## config.mk

```make
export PLATFORM = sky130hd
export DESIGN_NAME = can_channel
export DESIGN_NICKNAME = d
export VERILOG_FILES = /design/src/rtl/can_chan_pkg.sv /design/src/rtl/can_channel.sv /design/src/rtl/quantum_timer.sv /design/src/rtl/id_filter.sv
export SDC_FILE = /design/constraint.sdc
export NUM_CORES = 1
export LEC_CHECK = 0
export ABC_CLOCK_PERIOD_IN_PS = 5700
export BUFFER_PORTS_ARGS = -buffer_cell sky130_fd_sc_hd__buf_4
export CORE_ASPECT_RATIO = 0.9
export CORE_MARGIN = 1.5
export CORE_UTILIZATION = 40
export CTS_BUF_LIST = sky130_fd_sc_hd__clkbuf_4 sky130_fd_sc_hd__clkbuf_8
export CTS_CLUSTER_DIAMETER = 100
export CTS_CLUSTER_SIZE = 12
export DETAILED_ROUTE_END_ITERATION = 8
export GPL_ROUTABILITY_DRIVEN = 0
export MAX_ROUTING_LAYER = met4
export PLACE_DENSITY_LB_ADDON = 0.12
export SETUP_SLACK_MARGIN = 0.15
export SYNTH_ARGS = -nofsm -noshare
export SYNTH_HDL_FRONTEND = slang
export SYNTH_HIERARCHICAL = 1
export SYNTH_SLANG_ARGS = --single-unit
export TNS_END_PERCENT = 20
```

## constraint.sdc

```tcl
create_clock -name sys_clk -period 5.7 [get_ports sys_clk]
set_clock_uncertainty 0.05 [all_clocks]
set_input_delay 1.14 -clock sys_clk [delete_from_list [all_inputs] [get_ports sys_clk]]
set_output_delay 1.14 -clock sys_clk [all_outputs]
set_load 0.005 [all_outputs]
```

## src/rtl/can_chan_pkg.sv

```systemverilog
// Purpose: Shared constants for the CAN channel timing and filter block.
// Assumes: One 10 MHz controller clock, 32-bit register port.
// Notes: Offsets are word indices on the plain register port.
package can_chan_pkg;
  // ==========================================================
  // Register offsets
  localparam logic [3:0] REG_CTRL = 4'h0;
  localparam logic [3:0] REG_TIMING = 4'h1;
  localparam logic [3:0] REG_STATUS = 4'h2;
  localparam logic [3:0] REG_FCFG = 4'h3;
  localparam logic [3:0] REG_FCODE = 4'h4;
  localparam logic [3:0] REG_FMASK = 4'h5;
  localparam logic [3:0] REG_FLO = 4'h6;
  localparam logic [3:0] REG_FHI = 4'h7;
  localparam logic [3:0] REG_BITLEN = 4'h8;
  // ==========================================================
  // Field positions
  localparam int CTRL_EN = 0;
  localparam int CTRL_SILENT = 1;
  localparam int CTRL_SLEEP = 2;
  localparam int CTRL_RST = 3;
  localparam int T_PRESC = 0;
  localparam int T_PROP = 12;
  localparam int T_PH1 = 16;
  localparam int T_PH2 = 20;
  localparam int T_SJW = 24;
  localparam int F_EXT = 0;
  localparam int F_BLOCK = 1;
  localparam int F_RANGE = 2;
  localparam int S_REJECT = 4;
  localparam int S_RX = 5;
  localparam int S_ERR = 8;
  // ==========================================================
  // Limits and reset values
  localparam logic [8:0] PRESC_MIN = 9'h001;
  localparam logic [8:0] PRESC_MAX = 9'h100;
  localparam logic [3:0] SEG_MIN = 4'h1;
  localparam logic [3:0] SEG_MAX = 4'h8;
  localparam logic [3:0] PH2_MIN = 4'h2;
  localparam logic [2:0] SJW_MIN = 3'h1;
  localparam logic [2:0] SJW_MAX = 3'h4;
  localparam logic [4:0] TSEG1_MIN = 5'h04;
  localparam logic [8:0] PRESC_RST = 9'h002;
  localparam logic [3:0] PROP_RST = 4'h3;
  localparam logic [3:0] PH1_RST = 4'h2;
  localparam logic [3:0] PH2_RST = 4'h2;
  localparam logic [2:0] SJW_RST = 3'h1;
  localparam logic [8:0] ERR_WARN = 9'h060;
  localparam logic [8:0] ERR_PASSIVE = 9'h080;
  localparam logic [8:0] ERR_BUSOFF = 9'h0ff;
  typedef enum logic [2:0] {
    ST_INACTIVE, ST_ACTIVE, ST_WARNING, ST_PASSIVE, ST_BUS_OFF
  } chan_state_e;
endpackage

```

## src/rtl/can_channel.sv

```systemverilog
// Purpose: One CAN channel: bit timing, error state, silent mode, filter.
// Assumes: Error counter and frame fields come from the core on sys_clk.
// Notes: Register read data stand one cycle after the read strobe.
// ==========================================================
// What this block does
// - Enabled, counter below 96: error active.
// - Counter reaching 96: error warning.
// - Counter reaching 128: error passive.
// - Counter above 255: bus off, controller off.
// - Disabled or sleeping channel reports inactive.
// - Silent mode: no frames, no acknowledge.
// - Channel reset reinitialises only this channel.
// - Prescaler accepts 1 to 256.
// - Phase one 1 to 8, two 2 to 8.
// - Propagation segment accepts 1 to 8.
// - Sync segment is always one quantum.
// - Segment one sum below 4 rejected.
// - Segment two equals phase two; sets sample.
// - Jump width 1 to 4, not rate.
// - Standard mask filter compares unmasked bits.
// - Code and mask 11 or 29 bits.
// - Block list inverts the filter result.
// - Range filter needs lower below upper.
//
// Strobed register access and the address map were decided locally.
module can_channel (
  input wire logic sys_clk,
  input wire logic arst_n,
  input wire logic [3:0] reg_addr,
  input wire logic [31:0] reg_wdata,
  input wire logic reg_wr,
  input wire logic reg_rd,
  output logic [31:0] reg_rdata,
  input wire logic [8:0] err_count,
  input wire logic core_tx,
  input wire logic core_ack,
  input wire logic bus_idle,
  input wire logic id_valid,
  input wire logic [28:0] id_in,
  input wire logic id_ext,
  input wire logic can_rx,
  output logic can_tx,
  output logic rx_bit,
  output logic tq_pulse,
  output logic sample_pulse,
  output logic bit_start,
  output logic core_rst_n,
  output logic bus_off,
  output logic fwd_valid,
  output logic fwd
);
  // ==========================================================
  // Reset release
  logic rst_s1;
  logic rst_n;
  always_ff @(posedge sys_clk or negedge arst_n) begin
    if (!arst_n) begin
      rst_s1 <= 1'b0;
      rst_n <= 1'b0;
    end else begin
      rst_s1 <= 1'b1;
      rst_n <= rst_s1;
    end
  end

  // ==========================================================
  // Receive pin synchroniser
  logic rx_s1;
  logic rx_s2;
  logic rx_s3;
  always_ff @(posedge sys_clk or negedge rst_n) begin
    if (!rst_n) begin
      rx_s1 <= 1'b1;
      rx_s2 <= 1'b1;
      rx_s3 <= 1'b1;
      rx_bit <= 1'b1;
    end else begin
      rx_s1 <= can_rx;
      rx_s2 <= rx_s1;
      rx_s3 <= rx_s2;
      if (rx_s2 == rx_s3) begin
        rx_bit <= rx_s3;
      end
    end
  end

  // ==========================================================
  // Register decode
  logic enable;
  logic silent;
  logic sleep;
  logic chan_rst;
  logic rejected;
  logic [8:0] presc;
  logic [3:0] prop;
  logic [3:0] ph1;
  logic [3:0] ph2;
  logic [2:0] sjw;
  logic cfg_ext;
  logic cfg_block;
  logic cfg_range;
  logic [28:0] code;
  logic [28:0] mask;
  logic [28:0] lo;
  logic [28:0] hi;
  can_chan_pkg::chan_state_e state;

  wire wr_ctrl = reg_wr && reg_addr == can_chan_pkg::REG_CTRL;
  wire wr_timing = reg_wr && reg_addr == can_chan_pkg::REG_TIMING;
  wire wr_fcfg = reg_wr && reg_addr == can_chan_pkg::REG_FCFG;
  wire wr_fcode = reg_wr && reg_addr == can_chan_pkg::REG_FCODE;
  wire wr_fmask = reg_wr && reg_addr == can_chan_pkg::REG_FMASK;
  wire wr_flo = reg_wr && reg_addr == can_chan_pkg::REG_FLO;
  wire wr_fhi = reg_wr && reg_addr == can_chan_pkg::REG_FHI;

  wire [8:0] w_presc = reg_wdata[can_chan_pkg::T_PRESC +: 9];
  wire [3:0] w_prop = reg_wdata[can_chan_pkg::T_PROP +: 4];
  wire [3:0] w_ph1 = reg_wdata[can_chan_pkg::T_PH1 +: 4];
  wire [3:0] w_ph2 = reg_wdata[can_chan_pkg::T_PH2 +: 4];
  wire [2:0] w_sjw = reg_wdata[can_chan_pkg::T_SJW +: 3];
  wire [4:0] w_tseg1 = {1'b0, w_prop} + {1'b0, w_ph1};

  wire ok_presc = w_presc >= can_chan_pkg::PRESC_MIN
                  && w_presc <= can_chan_pkg::PRESC_MAX;
  wire ok_ph = w_ph1 >= can_chan_pkg::SEG_MIN
               && w_ph1 <= can_chan_pkg::SEG_MAX
               && w_ph2 >= can_chan_pkg::PH2_MIN
               && w_ph2 <= can_chan_pkg::SEG_MAX;
  wire ok_prop = w_prop >= can_chan_pkg::SEG_MIN
                 && w_prop <= can_chan_pkg::SEG_MAX;
  wire ok_sjw = w_sjw >= can_chan_pkg::SJW_MIN
                && w_sjw <= can_chan_pkg::SJW_MAX;
  wire ok_tseg1 = w_tseg1 >= can_chan_pkg::TSEG1_MIN;
  wire timing_ok = ok_presc && ok_ph && ok_prop && ok_sjw && ok_tseg1;

  // ==========================================================
  // Control and timing registers
  // Channel reset pulse.
  wire next_chan_rst = wr_ctrl && reg_wdata[can_chan_pkg::CTRL_RST];
  always_ff @(posedge sys_clk or negedge rst_n) begin
    if (!rst_n) begin
      enable <= 1'b0;
      silent <= 1'b0;
      sleep <= 1'b0;
      chan_rst <= 1'b0;
    end else begin
      chan_rst <= next_chan_rst;
      if (wr_ctrl) begin
        enable <= reg_wdata[can_chan_pkg::CTRL_EN];
        silent <= reg_wdata[can_chan_pkg::CTRL_SILENT];
        sleep <= reg_wdata[can_chan_pkg::CTRL_SLEEP];
      end
    end
  end

  always_ff @(posedge sys_clk or negedge rst_n) begin
    if (!rst_n) begin
      presc <= can_chan_pkg::PRESC_RST;
      prop <= can_chan_pkg::PROP_RST;
      ph1 <= can_chan_pkg::PH1_RST;
      ph2 <= can_chan_pkg::PH2_RST;
      sjw <= can_chan_pkg::SJW_RST;
      rejected <= 1'b0;
    end else if (wr_timing && timing_ok) begin
      presc <= w_presc;
      prop <= w_prop;
      ph1 <= w_ph1;
      ph2 <= w_ph2;
      sjw <= w_sjw;
      rejected <= 1'b0;
    end else if (wr_timing) begin
      // Invalid settings are dropped and flagged.
      rejected <= 1'b1;
    end else if (chan_rst) begin
      rejected <= 1'b0;
    end
  end

  always_ff @(posedge sys_clk or negedge rst_n) begin
    if (!rst_n) begin
      cfg_ext <= 1'b0;
      cfg_block <= 1'b0;
      cfg_range <= 1'b0;
      code <= 29'h0000_0000;
      mask <= 29'h1fff_ffff;
      lo <= 29'h0000_0000;
      hi <= 29'h1fff_ffff;
    end else begin
      if (wr_fcfg) begin
        cfg_ext <= reg_wdata[can_chan_pkg::F_EXT];
        cfg_block <= reg_wdata[can_chan_pkg::F_BLOCK];
        cfg_range <= reg_wdata[can_chan_pkg::F_RANGE];
      end
      if (wr_fcode) code <= reg_wdata[28:0];
      if (wr_fmask) mask <= reg_wdata[28:0];
      if (wr_flo) lo <= reg_wdata[28:0];
      if (wr_fhi) hi <= reg_wdata[28:0];
    end
  end

  // ==========================================================
  // Error state
  // Severity order picks the reported state.
  wire running = enable && !sleep;
  wire st_busoff = err_count > can_chan_pkg::ERR_BUSOFF;
  wire st_passive = err_count >= can_chan_pkg::ERR_PASSIVE;
  wire st_warning = err_count >= can_chan_pkg::ERR_WARN;
  can_chan_pkg::chan_state_e next_state;
  always_comb begin
    if (!running) begin
      next_state = can_chan_pkg::ST_INACTIVE;
    end else if (st_busoff) begin
      next_state = can_chan_pkg::ST_BUS_OFF;
    end else if (st_passive) begin
      next_state = can_chan_pkg::ST_PASSIVE;
    end else if (st_warning) begin
      next_state = can_chan_pkg::ST_WARNING;
    end else begin
      next_state = can_chan_pkg::ST_ACTIVE;
    end
  end

  always_ff @(posedge sys_clk or negedge rst_n) begin
    if (!rst_n) begin
      state <= can_chan_pkg::ST_INACTIVE;
      bus_off <= 1'b0;
      core_rst_n <= 1'b0;
    end else begin
      state <= next_state;
      bus_off <= running && st_busoff;
      core_rst_n <= !chan_rst && !next_chan_rst;
    end
  end

  // ==========================================================
  // Transmit gating
  // Silent, disabled or bus off keeps the line recessive.
  wire tx_allow = running && !silent && !st_busoff && !chan_rst;
  always_ff @(posedge sys_clk or negedge rst_n) begin
    if (!rst_n) begin
      can_tx <= 1'b1;
    end else begin
      can_tx <= tx_allow ? (core_tx & ~core_ack) : 1'b1;
    end
  end

  // ==========================================================
  // Bit time and read port
  // Quanta per bit times prescaler.
  wire [4:0] tseg1 = {1'b0, prop} + {1'b0, ph1};
  wire [4:0] quanta = 5'h01 + tseg1 + {1'b0, ph2};
  wire [13:0] bit_len = 14'(presc) * 14'(quanta);

  wire [31:0] status_word = {15'h0000, err_count, 2'b00, rx_bit,
                             rejected, 1'b0, state};
  wire [31:0] timing_word = {5'h00, sjw, ph2, ph1, prop,
                             3'h0, presc};
  logic [31:0] next_rdata;
  always_comb begin
    if (reg_addr == can_chan_pkg::REG_CTRL) begin
      next_rdata = {28'h000_0000, 1'b0, sleep, silent, enable};
    end else if (reg_addr == can_chan_pkg::REG_TIMING) begin
      next_rdata = timing_word;
    end else if (reg_addr == can_chan_pkg::REG_STATUS) begin
      next_rdata = status_word;
    end else if (reg_addr == can_chan_pkg::REG_FCFG) begin
      next_rdata = {29'h0000_0000, cfg_range, cfg_block, cfg_ext};
    end else if (reg_addr == can_chan_pkg::REG_FCODE) begin
      next_rdata = {3'h0, code};
    end else if (reg_addr == can_chan_pkg::REG_FMASK) begin
      next_rdata = {3'h0, mask};
    end else if (reg_addr == can_chan_pkg::REG_FLO) begin
      next_rdata = {3'h0, lo};
    end else if (reg_addr == can_chan_pkg::REG_FHI) begin
      next_rdata = {3'h0, hi};
    end else if (reg_addr == can_chan_pkg::REG_BITLEN) begin
      next_rdata = {18'h0_0000, bit_len};
    end else begin
      next_rdata = 32'h0000_0000;
    end
  end

  always_ff @(posedge sys_clk or negedge rst_n) begin
    if (!rst_n) begin
      reg_rdata <= 32'h0000_0000;
    end else begin
      reg_rdata <= reg_rd ? next_rdata : 32'h0000_0000;
    end
  end

  // ==========================================================
  // Timer and filter
  // Channel reset restarts timing and filter.
  wire restart = chan_rst || !running;
  quantum_timer u_timer (
    .sys_clk(sys_clk),
    .rst_n(rst_n),
    .restart(restart),
    .presc(presc),
    .tseg1(tseg1),
    .tseg2(ph2),
    .sjw(sjw),
    .rx_bit(rx_bit),
    .bus_idle(bus_idle),
    .tq_pulse(tq_pulse),
    .sample_pulse(sample_pulse),
    .bit_start(bit_start)
  );

  // Silent mode still receives and filters.
  id_filter u_filter (
    .sys_clk(sys_clk),
    .rst_n(rst_n),
    .clear(restart),
    .id_valid(id_valid),
    .id_in(id_in),
    .id_ext(id_ext),
    .cfg_ext(cfg_ext),
    .cfg_block(cfg_block),
    .cfg_range(cfg_range),
    .code(code),
    .mask(mask),
    .lo(lo),
    .hi(hi),
    .fwd_valid(fwd_valid),
    .fwd(fwd)
  );
endmodule

```

## src/rtl/quantum_timer.sv

```systemverilog
// Purpose: Time quantum divider and bit segment sequencer.
// Assumes: Settings are already range checked by the caller.
// Notes: Edges are taken at the next quantum boundary.
module quantum_timer (
  input wire logic sys_clk,
  input wire logic rst_n,
  input wire logic restart,
  input wire logic [8:0] presc,
  input wire logic [4:0] tseg1,
  input wire logic [3:0] tseg2,
  input wire logic [2:0] sjw,
  input wire logic rx_bit,
  input wire logic bus_idle,
  output logic tq_pulse,
  output logic sample_pulse,
  output logic bit_start
);
  // ==========================================================
  // Quantum divider and edge capture
  logic [8:0] presc_cnt;
  logic [4:0] pos;
  logic [2:0] hold;
  logic rx_prev;
  logic edge_pend;
  wire tq = (presc_cnt == presc - 9'h001);
  wire fall = rx_prev & ~rx_bit;
  // Sync segment of one quantum plus both time segments.
  wire [4:0] nbit = 5'h01 + tseg1 + {1'b0, tseg2};
  wire [4:0] rem = nbit - 5'h01 - pos;
  wire in_tseg1 = (pos != 5'h00) && (pos <= tseg1);
  wire [2:0] lengthen = (pos < {2'b00, sjw}) ? pos[2:0] : sjw;
  wire last = (pos == nbit - 5'h01);

  always_ff @(posedge sys_clk or negedge rst_n) begin
    if (!rst_n) begin
      presc_cnt <= 9'h000;
      rx_prev <= 1'b1;
      edge_pend <= 1'b0;
    end else if (restart) begin
      presc_cnt <= 9'h000;
      rx_prev <= 1'b1;
      edge_pend <= 1'b0;
    end else begin
      presc_cnt <= tq ? 9'h000 : presc_cnt + 9'h001;
      rx_prev <= rx_bit;
      edge_pend <= fall | (edge_pend & ~tq);
    end
  end

  // ==========================================================
  // Segment position with resynchronisation
  always_ff @(posedge sys_clk or negedge rst_n) begin
    if (!rst_n) begin
      pos <= 5'h00;
      hold <= 3'h0;
    end else if (restart) begin
      pos <= 5'h00;
      hold <= 3'h0;
    end else if (tq) begin
      if (edge_pend && bus_idle) begin
        pos <= 5'h01;
        hold <= 3'h0;
      end else if (edge_pend && in_tseg1 && hold == 3'h0) begin
        hold <= lengthen;
        pos <= pos + 5'h01;
      end else if (edge_pend && !in_tseg1 && pos != 5'h00) begin
        pos <= (rem <= {2'b00, sjw}) ? 5'h00 : pos + {2'b00, sjw} + 5'h01;
      end else if (hold != 3'h0) begin
        hold <= hold - 3'h1;
      end else begin
        pos <= last ? 5'h00 : pos + 5'h01;
      end
    end
  end

  // Sample point at end of segment one.
  always_ff @(posedge sys_clk or negedge rst_n) begin
    if (!rst_n) begin
      tq_pulse <= 1'b0;
      sample_pulse <= 1'b0;
      bit_start <= 1'b0;
    end else begin
      tq_pulse <= tq & ~restart;
      sample_pulse <= tq & ~restart & ~edge_pend & hold == 3'h0
                      & pos == tseg1;
      bit_start <= tq & ~restart & ~edge_pend & hold == 3'h0 & last;
    end
  end
endmodule

```

## src/rtl/id_filter.sv

```systemverilog
// Purpose: Identifier acceptance filter with mask and range types.
// Assumes: Identifier arrives with a one-cycle valid strobe.
// Notes: Data bytes and the remote flag never reach this logic.
module id_filter (
  input wire logic sys_clk,
  input wire logic rst_n,
  input wire logic clear,
  input wire logic id_valid,
  input wire logic [28:0] id_in,
  input wire logic id_ext,
  input wire logic cfg_ext,
  input wire logic cfg_block,
  input wire logic cfg_range,
  input wire logic [28:0] code,
  input wire logic [28:0] mask,
  input wire logic [28:0] lo,
  input wire logic [28:0] hi,
  output logic fwd_valid,
  output logic fwd
);
  // ==========================================================
  // Match logic
  // Width follows identifier mode.
  wire [28:0] width_mask = cfg_ext ? 29'h1fff_ffff : 29'h0000_07ff;
  wire [28:0] idw = id_in & width_mask;
  // Clear mask bits must equal the code.
  wire [28:0] diff = (idw ^ (code & width_mask)) & ~mask & width_mask;
  wire mask_hit = (diff == 29'h0000_0000);
  wire [28:0] low = lo & width_mask;
  wire [28:0] high = hi & width_mask;
  // Range needs lower limit below upper.
  wire range_hit = (low < high) && (idw >= low) && (idw <= high);
  wire hit = (id_ext == cfg_ext) && (cfg_range ? range_hit : mask_hit);

  always_ff @(posedge sys_clk or negedge rst_n) begin
    if (!rst_n) begin
      fwd_valid <= 1'b0;
      fwd <= 1'b0;
    end else begin
      fwd_valid <= id_valid & ~clear;
      fwd <= (id_valid & ~clear) ? hit ^ cfg_block : 1'b0;
    end
  end
endmodule

```

==> impl_results.md, run 1 <==
- Status: finished, final reports clean
- Worst Path Required: 6.15 ns
- Non-filler instance count after layout: 2151
- R2R depth: 20
- Post-DRT Antenna Nets: 0
- Slew Limit Fails: 0
- Mapped cell area: 15400 µm²
- Final net count: 1912
- Largest net degree at the start of global routing: about 170
- Post-layout min period: ~5.4 ns
- Multi-input gate area: 9510 µm²
- Critical path depth: 20
- Sequential share of power: 0.451
- Share of cells above drive strength 1: 0.291
- Synth area leaders: dfrtp_1 (23%), dfstp_2 (12%), ha_1 (12%)
- I/O Pins: roughly 130
- Logic pwr share: 0.318
- Clk_lat worst skew: 0.60 ns
- Synth warnings: 6
- Worst path bufs/invs: 5
- Worst reg-to-reg setup slack: 0.31 ns
- EDFF count, synth: 0
- Crit path kind: reg2reg
- Register cell area after layout: between 5000 and 6000 µm²
- Setup crit end kind: flip-flop
- Max Cap Violations: 0
- CTS clk-pin slew, worst paths: approximately 0.10 ns
- Clock Power Share: 0.230
- Largest area contributor in the netlist: dfrtp_1
- Hold Crit Class: in2async
- Achievable clock frequency: 0.186 GHz
- Max VDD drop: ~190 µV
- Syn-to-layout area delta: 14.7%
- Final Hold Fails: 0
- Seq/Total Area, Yosys: 0.350
- Worst-Margin Slew: 1.25 ns
- Sw Share: 0.351
- Die width: 210 µm
- H-tree levels: 1
- HPWL Detailed: approximately 35000 µm
- Initial Util: 0.410
- RSZ-0062 raised after global routing: yes
- DR WL/cell: 21.8 µm
- CTS tree: yes
- Max_slew headroom: 0.162
- Ant. Diodes: 0
- Yosys reg bits: 212
- Fin crit share: 0.945
- Mapped Cells: about 1500
- Share of the synthesized area in the top cell type: 0.231
- Cell Chain, Critical Path: ha_4 -> fa_2 -> fa_2 -> a21o_1 -> a21oi_4 -> xnor2_2 -> buf_6 -> nor2b_4 -> fa_1 -> fa_1 -> inv_1 -> fa_1 -> inv_1 -> ha_4 -> buf_4 -> nand4_1 -> buf_4 -> or2_2 -> o21a_1 -> o211ai_1
- Residual DRC: 0
- Max Root-Sink Buffers: 3
- Placed cell count: 2104
- Startpoint types: flip-flop
- Max stage delay on crit path: 0.57 ns
- Most common cell after layout, fill and taps aside: buf_4
- Rows: 67
- Commonest cells after routing, fill and taps aside: buf_4 (166), ha_1 (140), dfrtp_1 (140)
- GRT overflow: 0
- Asr flop ratio synth: 1.00
- Die Y: roughly 190 µm
- Cell mode on critical path: fa_1
- Antenna violations before repair: 0
- Synth unique cells: 89
- CP max stage cell: dfstp_2
- Mean Syn Cell Area: between 10 and 15 µm²
- Final setup viols: 0
- Die area: 39700 µm²
- Main flop type after synthesis: dfrtp_1
- Critical Path AT: between 5 and 6 ns
- Worst-path maximum fanout: 6
- CTS buffer count: 21
- Drt pass-1 iters: 7
- Total Routing Usage GR: 0.243
- Total Power: 4.57 mW
- Vias in the first global route: 11984
- First-pass GRT wire length: 72300 µm
- # fillers: about 3600
- Vias per cell: 5.63
- Crit path max-delay family: adder cells
- Worst R2R Start: prop[0]
- Lkg Pwr: around 8 nW
- Final WL: approximately 47000 µm
- Vias: 12105
- Core ar.: 37600 µm²
- Root Driver: clkbuf_8
- Pint: 2.97 mW
- IO Port Bufs: 118
- Initial drt markers: 759
- P_sw: 1.60 mW
- Power per cell area: roughly 260 nW/µm²
- FF-to-FF End: reg_rdata[13]
- Clock sinks: roughly 210
kinds of logic after synthesis:
logic type                 synth area share
DFF                                   0.350
AOI/OAI and AO/OA                     0.137
xor gates and xnor gates             0.0404
adders and majority gates             0.154
muxes                                 0.134
and+or+nand+nor                       0.137
other                              0.000488
buffers and inverters                0.0470
final cells by class:
class	count	area share
inverters	118	0.0251
clock inverters	2	0.00212
flip-flops and latches	212	0.305
multi-input cells	1133	0.538
repair buffers	169	0.0734
clock buffers	34	0.0219
well taps	483	0.0342
metal layers:
metal,vias to the layer above,wire length (µm),share of wire,global-route usage
met1,6051,22900,0.49,0.353
met5,-,0,0,-
met2,294,20800,0.44,0.367
li1,5712,-,-,-
met3,48,2250,0.048,0.0265
met4,0,1050,0.022,0.0479
power groups by stage:
stage	Clock [mW]	Sequential [mW]	Combinational (mW)
after floorplan	0	2.00	1.01
after global placement	0	2.08	1.41
after detailed placement	0	2.08	1.43
after CTS	1.09	2.06	1.44
after global routing	1.13	2.10	1.62
final	1.05	2.06	1.45
sequential cells by signal, indices dropped and copies added, names as in the netlist, 4 cells and up:
signal,flops
hi,29
code,29
u_timer/pos,5
ph1,4
presc,9
prop,4
lo,29
mask,29
reg_rdata,29
ph2,4
u_timer/presc_cnt,9
timing repair:
item / 4_1_cts / 5_1_grt
gates resized for setup: 10 / 29
buffers inserted: 4 / 7
pin swaps: 10 / 23
setup endpoints to repair: 8 / 6
hold buffers: 0 / 0
cells in the mapped netlist, types with 5 or more instances:
master       n
a2111oi_0    7
a211oi_1    10
a21o_1      21
a21oi_1     80
a222oi_1     9
a22o_1      19
a22oi_1      6
and2_1      42
and3_1      11
and3b_1      5
buf_1       12
buf_2        5
clkbuf_1    38
dfrtp_1    142
dfstp_2     70
fa_1        27
ha_1       146
inv_1      117
mux2_2     135
mux2_4      19
mux2i_1     19
nand2_1    116
nand2b_1    18
nand3_1     26
nand3b_1     7
nand4_1     13
nor2_1      72
nor2b_1     25
nor3_1      24
nor3b_1      5
nor4_1       6
o211ai_1    13
o21ai_0     45
o22ai_1     23
o31ai_1      7
o32ai_1      6
or3_1        7
or4_1        5
xnor2_1     54
xor2_1      17
metrics by stage:
| stage | setup slack, ns | cell area, µm² | hold WS, ns | setup TNS [ns] | util |
|---|---|---|---|---|---|
| 6_report | 0.313 | 17700 | 0.250 | 0 | 0.471 |
| 2_1_floorplan | 0.0913 | 15400 | 0.281 | 0 | - |
| 3_5_place_dp | -0.0907 | 17000 | 0.288 | -0.168 | 0.451 |
| 5_1_grt | 0.0741 | 17700 | 0.229 | 0 | 0.471 |
| 3_3_place_gp | -0.0505 | 17000 | 0.285 | -0.0934 | 0.451 |
| 4_1_cts | 0.169 | 17500 | 0.213 | 0 | 0.465 |
worst max-delay path by stage:
stage	start	slack, ns	endpoint
floorplan	prop[0]	0.09	reg_rdata[12]
global placement	prop[0]	-0.05	reg_rdata[12]
detailed placement	prop[0]	-0.09	reg_rdata[11]
CTS	prop[0]	0.17	reg_rdata[12]
global route	prop[0]	0.07	reg_rdata[13]
finish	prop[0]	0.31	reg_rdata[13]
(Power assumes the default switching activity.)
==> inputs of run 2 (changes only) <==
--- a/config.mk
+++ b/config.mk
@@ -7,8 +7,10 @@
 export LEC_CHECK = 0
 export ABC_CLOCK_PERIOD_IN_PS = 5700
 export BUFFER_PORTS_ARGS = -buffer_cell sky130_fd_sc_hd__buf_4
+export CELL_PAD_IN_SITES_DETAIL_PLACEMENT = 1
+export CELL_PAD_IN_SITES_GLOBAL_PLACEMENT = 1
 export CORE_ASPECT_RATIO = 0.9
-export CORE_MARGIN = 1.5
+export CORE_MARGIN = 4
 export CORE_UTILIZATION = 40
 export CTS_BUF_LIST = sky130_fd_sc_hd__clkbuf_4 sky130_fd_sc_hd__clkbuf_8
 export CTS_CLUSTER_DIAMETER = 100
==> run 2 against run 1 <==
Effect of this change: register-to-register slack lost 0.02 ns; power grew 0.88%; via count is 1.6% higher.
==> impl_results.md, run 2 (synthesis results as in run 1) <==
- Status: finished, final reports clean
- Cts hold-fix bufs: 0
- DR WL/cell: 23.7 µm
- CTS buffer count: 21
- Slew Limit Fails: 0
- Die Y: approximately 190 µm
- HPWL Detailed: 39200 µm
- Critical Path AT: 5.87 ns
- Die area: 41700 µm²
- Commonest cells after routing, fill and taps aside: buf_4 (167), ha_1 (141), dfrtp_1 (140)
- Achievable clock frequency: between 0.15 and 0.2 GHz
- Drt pass-1 iters: 5
- Max_slew headroom: 0.174
- Most common cell after layout, fill and taps aside: buf_4
- Setup slack after layout: 0.297 ns
- Clk_lat worst skew: between 0.5 and 0.6 ns
- RSZ-0062 raised after global routing: yes
- Rows: 67
- Final WL: 51100 µm
- Vias in the first global route: approximately 13000
- First-pass GRT wire length: 79700 µm
- Setup crit end kind: flip-flop
- Cell mode on critical path: fa_1
- Post-layout min period: 5.40 ns
- Ant. Diodes: 0
- Root Driver: clkbuf_8
- Residual DRC: 0
- Max VDD drop: 176 µV
- H-tree levels: 1
- Register cell area after layout: between 5000 and 6000 µm²
- Post-DRT Antenna Nets: 0
- Lkg Pwr: a little over 8 nW
- Total Routing Usage GR: 0.248
- Fin crit share: 0.948
- I/O Pins: about 130
- Largest net degree at the start of global routing: 63
- # fillers: 4195
- Final setup viols: 0
- Die width: 215 µm
- Placement Setup Slack: -0.204 ns
- Clock sinks: 212
- Layout Utilization: 0.469
- Cell Chain, Critical Path: ha_4 -> fa_2 -> fa_2 -> a21o_1 -> a21oi_4 -> xnor2_4 -> buf_12 -> nor2b_2 -> fa_1 -> fa_1 -> inv_1 -> fa_1 -> inv_1 -> ha_1 -> nand4_1 -> buf_4 -> a211oi_2 -> or4b_4 -> nand3_2
- Final net count: 1914
- Vias: 12304
- Max Root-Sink Buffers: 3
- IO Port Bufs: 118
- Sum Neg Setup Slack: 0 ns
- Total Power: 4.61 mW
- Initial Util: 0.409
- CP max stage cell: dfstp_2
- Share of cells above drive strength 1: 0.290
- Final Hold Fails: 0
- Max Cap Violations: 0
- Core ar.: 37600 µm²
- CTS tree: yes
- Hold Crit Class: in2async
- Antenna violations before repair: 0
- Worst-Margin Slew: around 1.2 ns
- CTS clk-pin slew, worst paths: approximately 0.10 ns
- Crit path kind: reg2reg
- Startpoint types: flip-flop
- Initial drt markers: a little under 800
- Crit path max-delay family: adder cells
- Worst path bufs/invs: 4
- GRT overflow: 0
- Vias per cell: 5.71
- Power per cell area: 261 nW/µm²
- Worst Path Required: 6.17 ns
- Multi-input gate area: around 9500 µm²
- Syn-to-layout area delta: 14.7%
- Worst-path maximum fanout: 4
- Max stage delay on crit path: 0.56 ns
-- run 2: cell types whose count changed in the layout (fill, tap and decap cells not counted), sizes merged --
cell      delta
buf          +2
clkbuf       +1
clkinvlp     -1
-- run 2: per-layer routing --
layer  track usage  routed length [µm]  vias up
met5             -                   0        -
met4        0.0447                1020        0
met3        0.0251                1810       55
met2         0.393               23500      242
met1         0.352               24800     6283
li1              -                   -     5724
-- run 2: where the power goes --
part | total [mW] | leakage, nW | internal [mW] | switching [mW]
combinational | 1.48 | 5.32 | 0.685 | 0.792
clock | 1.05 | 0.230 | 0.481 | 0.572
sequential | 2.08 | 2.58 | 1.81 | 0.270
-- run 2: stage by stage --
stage                     std cells  hold WS [ns]  area, µm²
after floorplan                1526         0.281      15400
final                          2153         0.300      17700
after CTS                      2147         0.263      17500
after detailed placement       2108         0.289      17000
after global placement         2108         0.285      17000
after global routing           2153         0.272      17700
-- run 2: cell type report --
class / instances / share of cell area
tap: 483 / 0.0342
clock buffer: 35 / 0.0223
multi-input combinational: 1133 / 0.537
inverter: 118 / 0.0251
sequential: 212 / 0.305
timing repair buffer: 171 / 0.0745
clock inverter: 1 / 0.00170
-- run 2: timing repair --
action	CTS	global route
pin swaps	12	28
buffers inserted	3	6
resized for setup	18	20
endpoints found under the setup margin	10	7
-- run 2: worst reg2reg max path, cell delays in order (launching register included) --
cell and delay (ns):
dfstp_2 0.56, ha_4 0.14, fa_2 0.46, fa_2 0.38
a21o_1 0.22, a21oi_4 0.20, xnor2_4 0.17, buf_12 0.15
nor2b_2 0.04, fa_1 0.51, fa_1 0.55, inv_1 0.06
fa_1 0.54, inv_1 0.05, ha_1 0.32, nand4_1 0.16
buf_4 0.14, a211oi_2 0.03, or4b_4 0.52, nand3_2 0.08
-- run 2: final timing paths --
path	cells past startpoint	from	slack, ns	end
max in group asynchronous	1	rst_n	3.89	cfg_ext
setup / recovery	19	prop[0]	0.30	reg_rdata[12]
hold / removal	1	arst_n	0.30	rst_n
hold reg to reg	0	rst_s1	0.30	rst_n
setup reg to reg	19	prop[0]	0.30	reg_rdata[12]
min in group sys_clk	0	rst_s1	0.30	rst_n
==> inputs of run 3 (changes only) <==
--- a/config.mk
+++ b/config.mk
@@ -18,7 +18,8 @@
 export DETAILED_ROUTE_END_ITERATION = 8
 export GPL_ROUTABILITY_DRIVEN = 0
 export MAX_ROUTING_LAYER = met4
-export PLACE_DENSITY_LB_ADDON = 0.12
+export PLACE_DENSITY_LB_ADDON = 0.08
+export REMOVE_ABC_BUFFERS = 1
 export SETUP_SLACK_MARGIN = 0.15
 export SYNTH_ARGS = -nofsm -noshare
 export SYNTH_HDL_FRONTEND = slang
==> run 3 against run 2 <==
Effect of this change: cell count is essentially flat; clock-buffer cell count is the same; critical endpoint is now reg_rdata[11]; clock power is essentially flat; global-route usage grew 0.081 points; critical path type unchanged; hold slack lost 0.079 ns; core utilization grew 0.13 points; combinational power is essentially flat; register-to-register slack lost 0.02 ns; die area is the same; maximum frequency shrank 0.32%; power shrank 0.45%.
==> impl_results.md, run 3 (synthesis results as in run 1) <==
- Status: finished, final reports clean
- Lkg Pwr: 8.14 nW
- Crit path max-delay family: adder cells
- CTS clk-pin slew, worst paths: 0.09 ns
- Post-DRT Antenna Nets: 0
- Syn-to-layout area delta: 15.1%
- Crit path kind: reg2reg
- Most common cell after layout, fill and taps aside: buf_4
- Post-layout min period: 5.42 ns
- Most Used Layer, Global Route: met2
- Final Hold Slack: ~0.22 ns
- IO Port Bufs: 118
- Non-filler instance count after layout: between 2000 and 2500
- Final instance area: 17700 µm²
- Vias: 12291
- Met3 usage: 0.0255
- Drt pass-1 iters: 8
- Hold Crit Class: reg2async
- Placed inst area: 17000 µm²
- Initial Util: 0.409
- Max_slew headroom: 0.251
- Commonest cells after routing, fill and taps aside: buf_4 (168), dfrtp_1 (140), ha_1 (139)
- Die area: ~42000 µm²
- Share of cells above drive strength 1: 0.295
- Root Driver: clkbuf_8
- Total Power: 4.59 mW
- Clk_lat worst skew: approximately 0.58 ns
- CP max stage cell: dfstp_2
- Final setup viols: 0
- Final WL: 51100 µm
- First-pass GRT wire length: 79900 µm
- Worst-Margin Slew: 1.12 ns
- Residual DRC: 0
- Clock Power Share: 0.221
- Worst Path Required: 6.09 ns
- Logic pwr share: 0.329
- R2R depth: 19
- Power per cell area: ~260 nW/µm²
- Vias in the first global route: ~13000
- Final net count: about 1900
- Cell Chain, Critical Path: ha_4 -> fa_2 -> buf_6 -> ha_1 -> a21o_1 -> a21oi_4 -> xnor2_4 -> and2_4 -> fa_1 -> fa_1 -> inv_2 -> fa_1 -> inv_2 -> ha_4 -> a211oi_4 -> nor2_2 -> o211a_1 -> a2111oi_4 -> o41ai_2
- CTS tree: yes
- Max stage delay on crit path: 0.57 ns
- Worst path bufs/invs: 3
- Critical Path AT: 5.81 ns
- Sw Share: 0.358
- Cell mode on critical path: fa_1
- GRT overflow: 0
- CTS buffer count: 21
- Sum Neg Setup Slack: 0 ns
- Ant. Diodes: 0
- P_sw: roughly 1.6 mW
- RSZ-0062 raised after global routing: yes
- DR WL/cell: 23.8 µm
- Setup crit end kind: flip-flop
- Largest net degree at the start of global routing: 126
- Vias per cell: ~5.7
- Startpoint types: flip-flop
- Register cell area after layout: 5400 µm²
- Fin crit share: 0.951
- Pint: 2.95 mW
- Die width: 215 µm
- Achievable clock frequency: roughly 0.18 GHz
- HPWL Detailed: 38800 µm
- Max Root-Sink Buffers: 3
- GR met1 Demand/Resource: 0.352
- Final Hold Fails: 0
- Die Y: 194 µm
- H-tree levels: 1
- Clock sinks: roughly 210
- Placed cell count: 2110
- Initial drt markers: 657
- Total Routing Usage GR: 0.249
- Sequential share of power: 0.449
- Critical path depth: 19
- Max Cap Violations: 0
- I/O Pins: 125
- Global routing usage on met2: 0.395
- Multi-input gate area: ~9600 µm²
- Slew Limit Fails: 0
- Core ar.: 37600 µm²
- Worst-path maximum fanout: 7
- Antenna violations before repair: 0
- Rows: 67
- Max VDD drop: 178 µV
- # fillers: 4204
-- run 3: cell types whose count changed in the layout (fill, tap and decap cells not counted), moves of 2 or more --
cell	before	now
a21oi_4	1	3
and2_1	41	38
o21ai_1	4	2
and2_4	1	4
nor2b_1	19	23
o21ai_2	0	2
ha_1	141	139
a21oi_2	3	1
clkbuf_8	21	23
nor2b_4	2	0
nor2b_2	4	2
ha_2	0	2
clkbuf_4	14	12
-- run 3: per-layer routing --
layer,share of wire,routed length [µm]
met4,0.020,998
met5,0,0
met1,0.48,24600
met2,0.46,23500
met3,0.039,1980
-- run 3: worst reg2reg max path, stage by stage, from the launching register on --
cell and delay, ns:
dfstp_2 0.57, ha_4 0.14, fa_2 0.47, buf_6 0.14, ha_1 0.27, a21o_1 0.22, a21oi_4 0.21, xnor2_4 0.19
and2_4 0.20, fa_1 0.44, fa_1 0.51, inv_2 0.04, fa_1 0.51, inv_2 0.05, ha_4 0.22, a211oi_4 0.28
nor2_2 0.07, o211a_1 0.26, a2111oi_4 0.33, o41ai_2 0.12
-- run 3: final timing paths --
check                        start             to  slack (ns)
max                        prop[0]  reg_rdata[11]        0.28
min                          rst_n         lo[18]        0.22
max reg2reg                prop[0]  reg_rdata[11]        0.28
min reg2reg                  rst_n         lo[18]        0.22
max in group asynchronous    rst_n        cfg_ext        4.25
min in group sys_clk         rx_s1          rx_s2        0.31
-- run 3: repair_timing --
action	CTS	global route
buffers inserted	3	4
endpoints found under the setup margin	10	9
pin swaps	15	30
hold buffers	0	0
gates resized for setup	21	29
-- run 3: layout make-up --
class,instances,area share
Timing Repair Buffer,171,0.0736
Multi-Input combinational cell,1133,0.540
Sequential cell,212,0.305
Tap cell,483,0.0341
Inverter,118,0.0250
Clock buffer,35,0.0229
-- run 3: through the flow --
step | setup slack, ns | util
after floorplan | -0.573 | -
after global placement | -0.101 | 0.452
after detailed placement | -0.217 | 0.452
after CTS | 0.130 | 0.466
after global routing | 0.0524 | 0.471
final | 0.280 | 0.471
-- run 3: power groups by stage --
stage | Sequential, mW | Combinational (mW) | Clock, mW
after global placement | 2.07 | 1.44 | 0
after CTS | 2.06 | 1.50 | 1.06
after global routing | 2.10 | 1.67 | 1.12
after floorplan | 2.01 | 0.962 | 0
final | 2.06 | 1.51 | 1.02
after detailed placement | 2.09 | 1.49 | 0
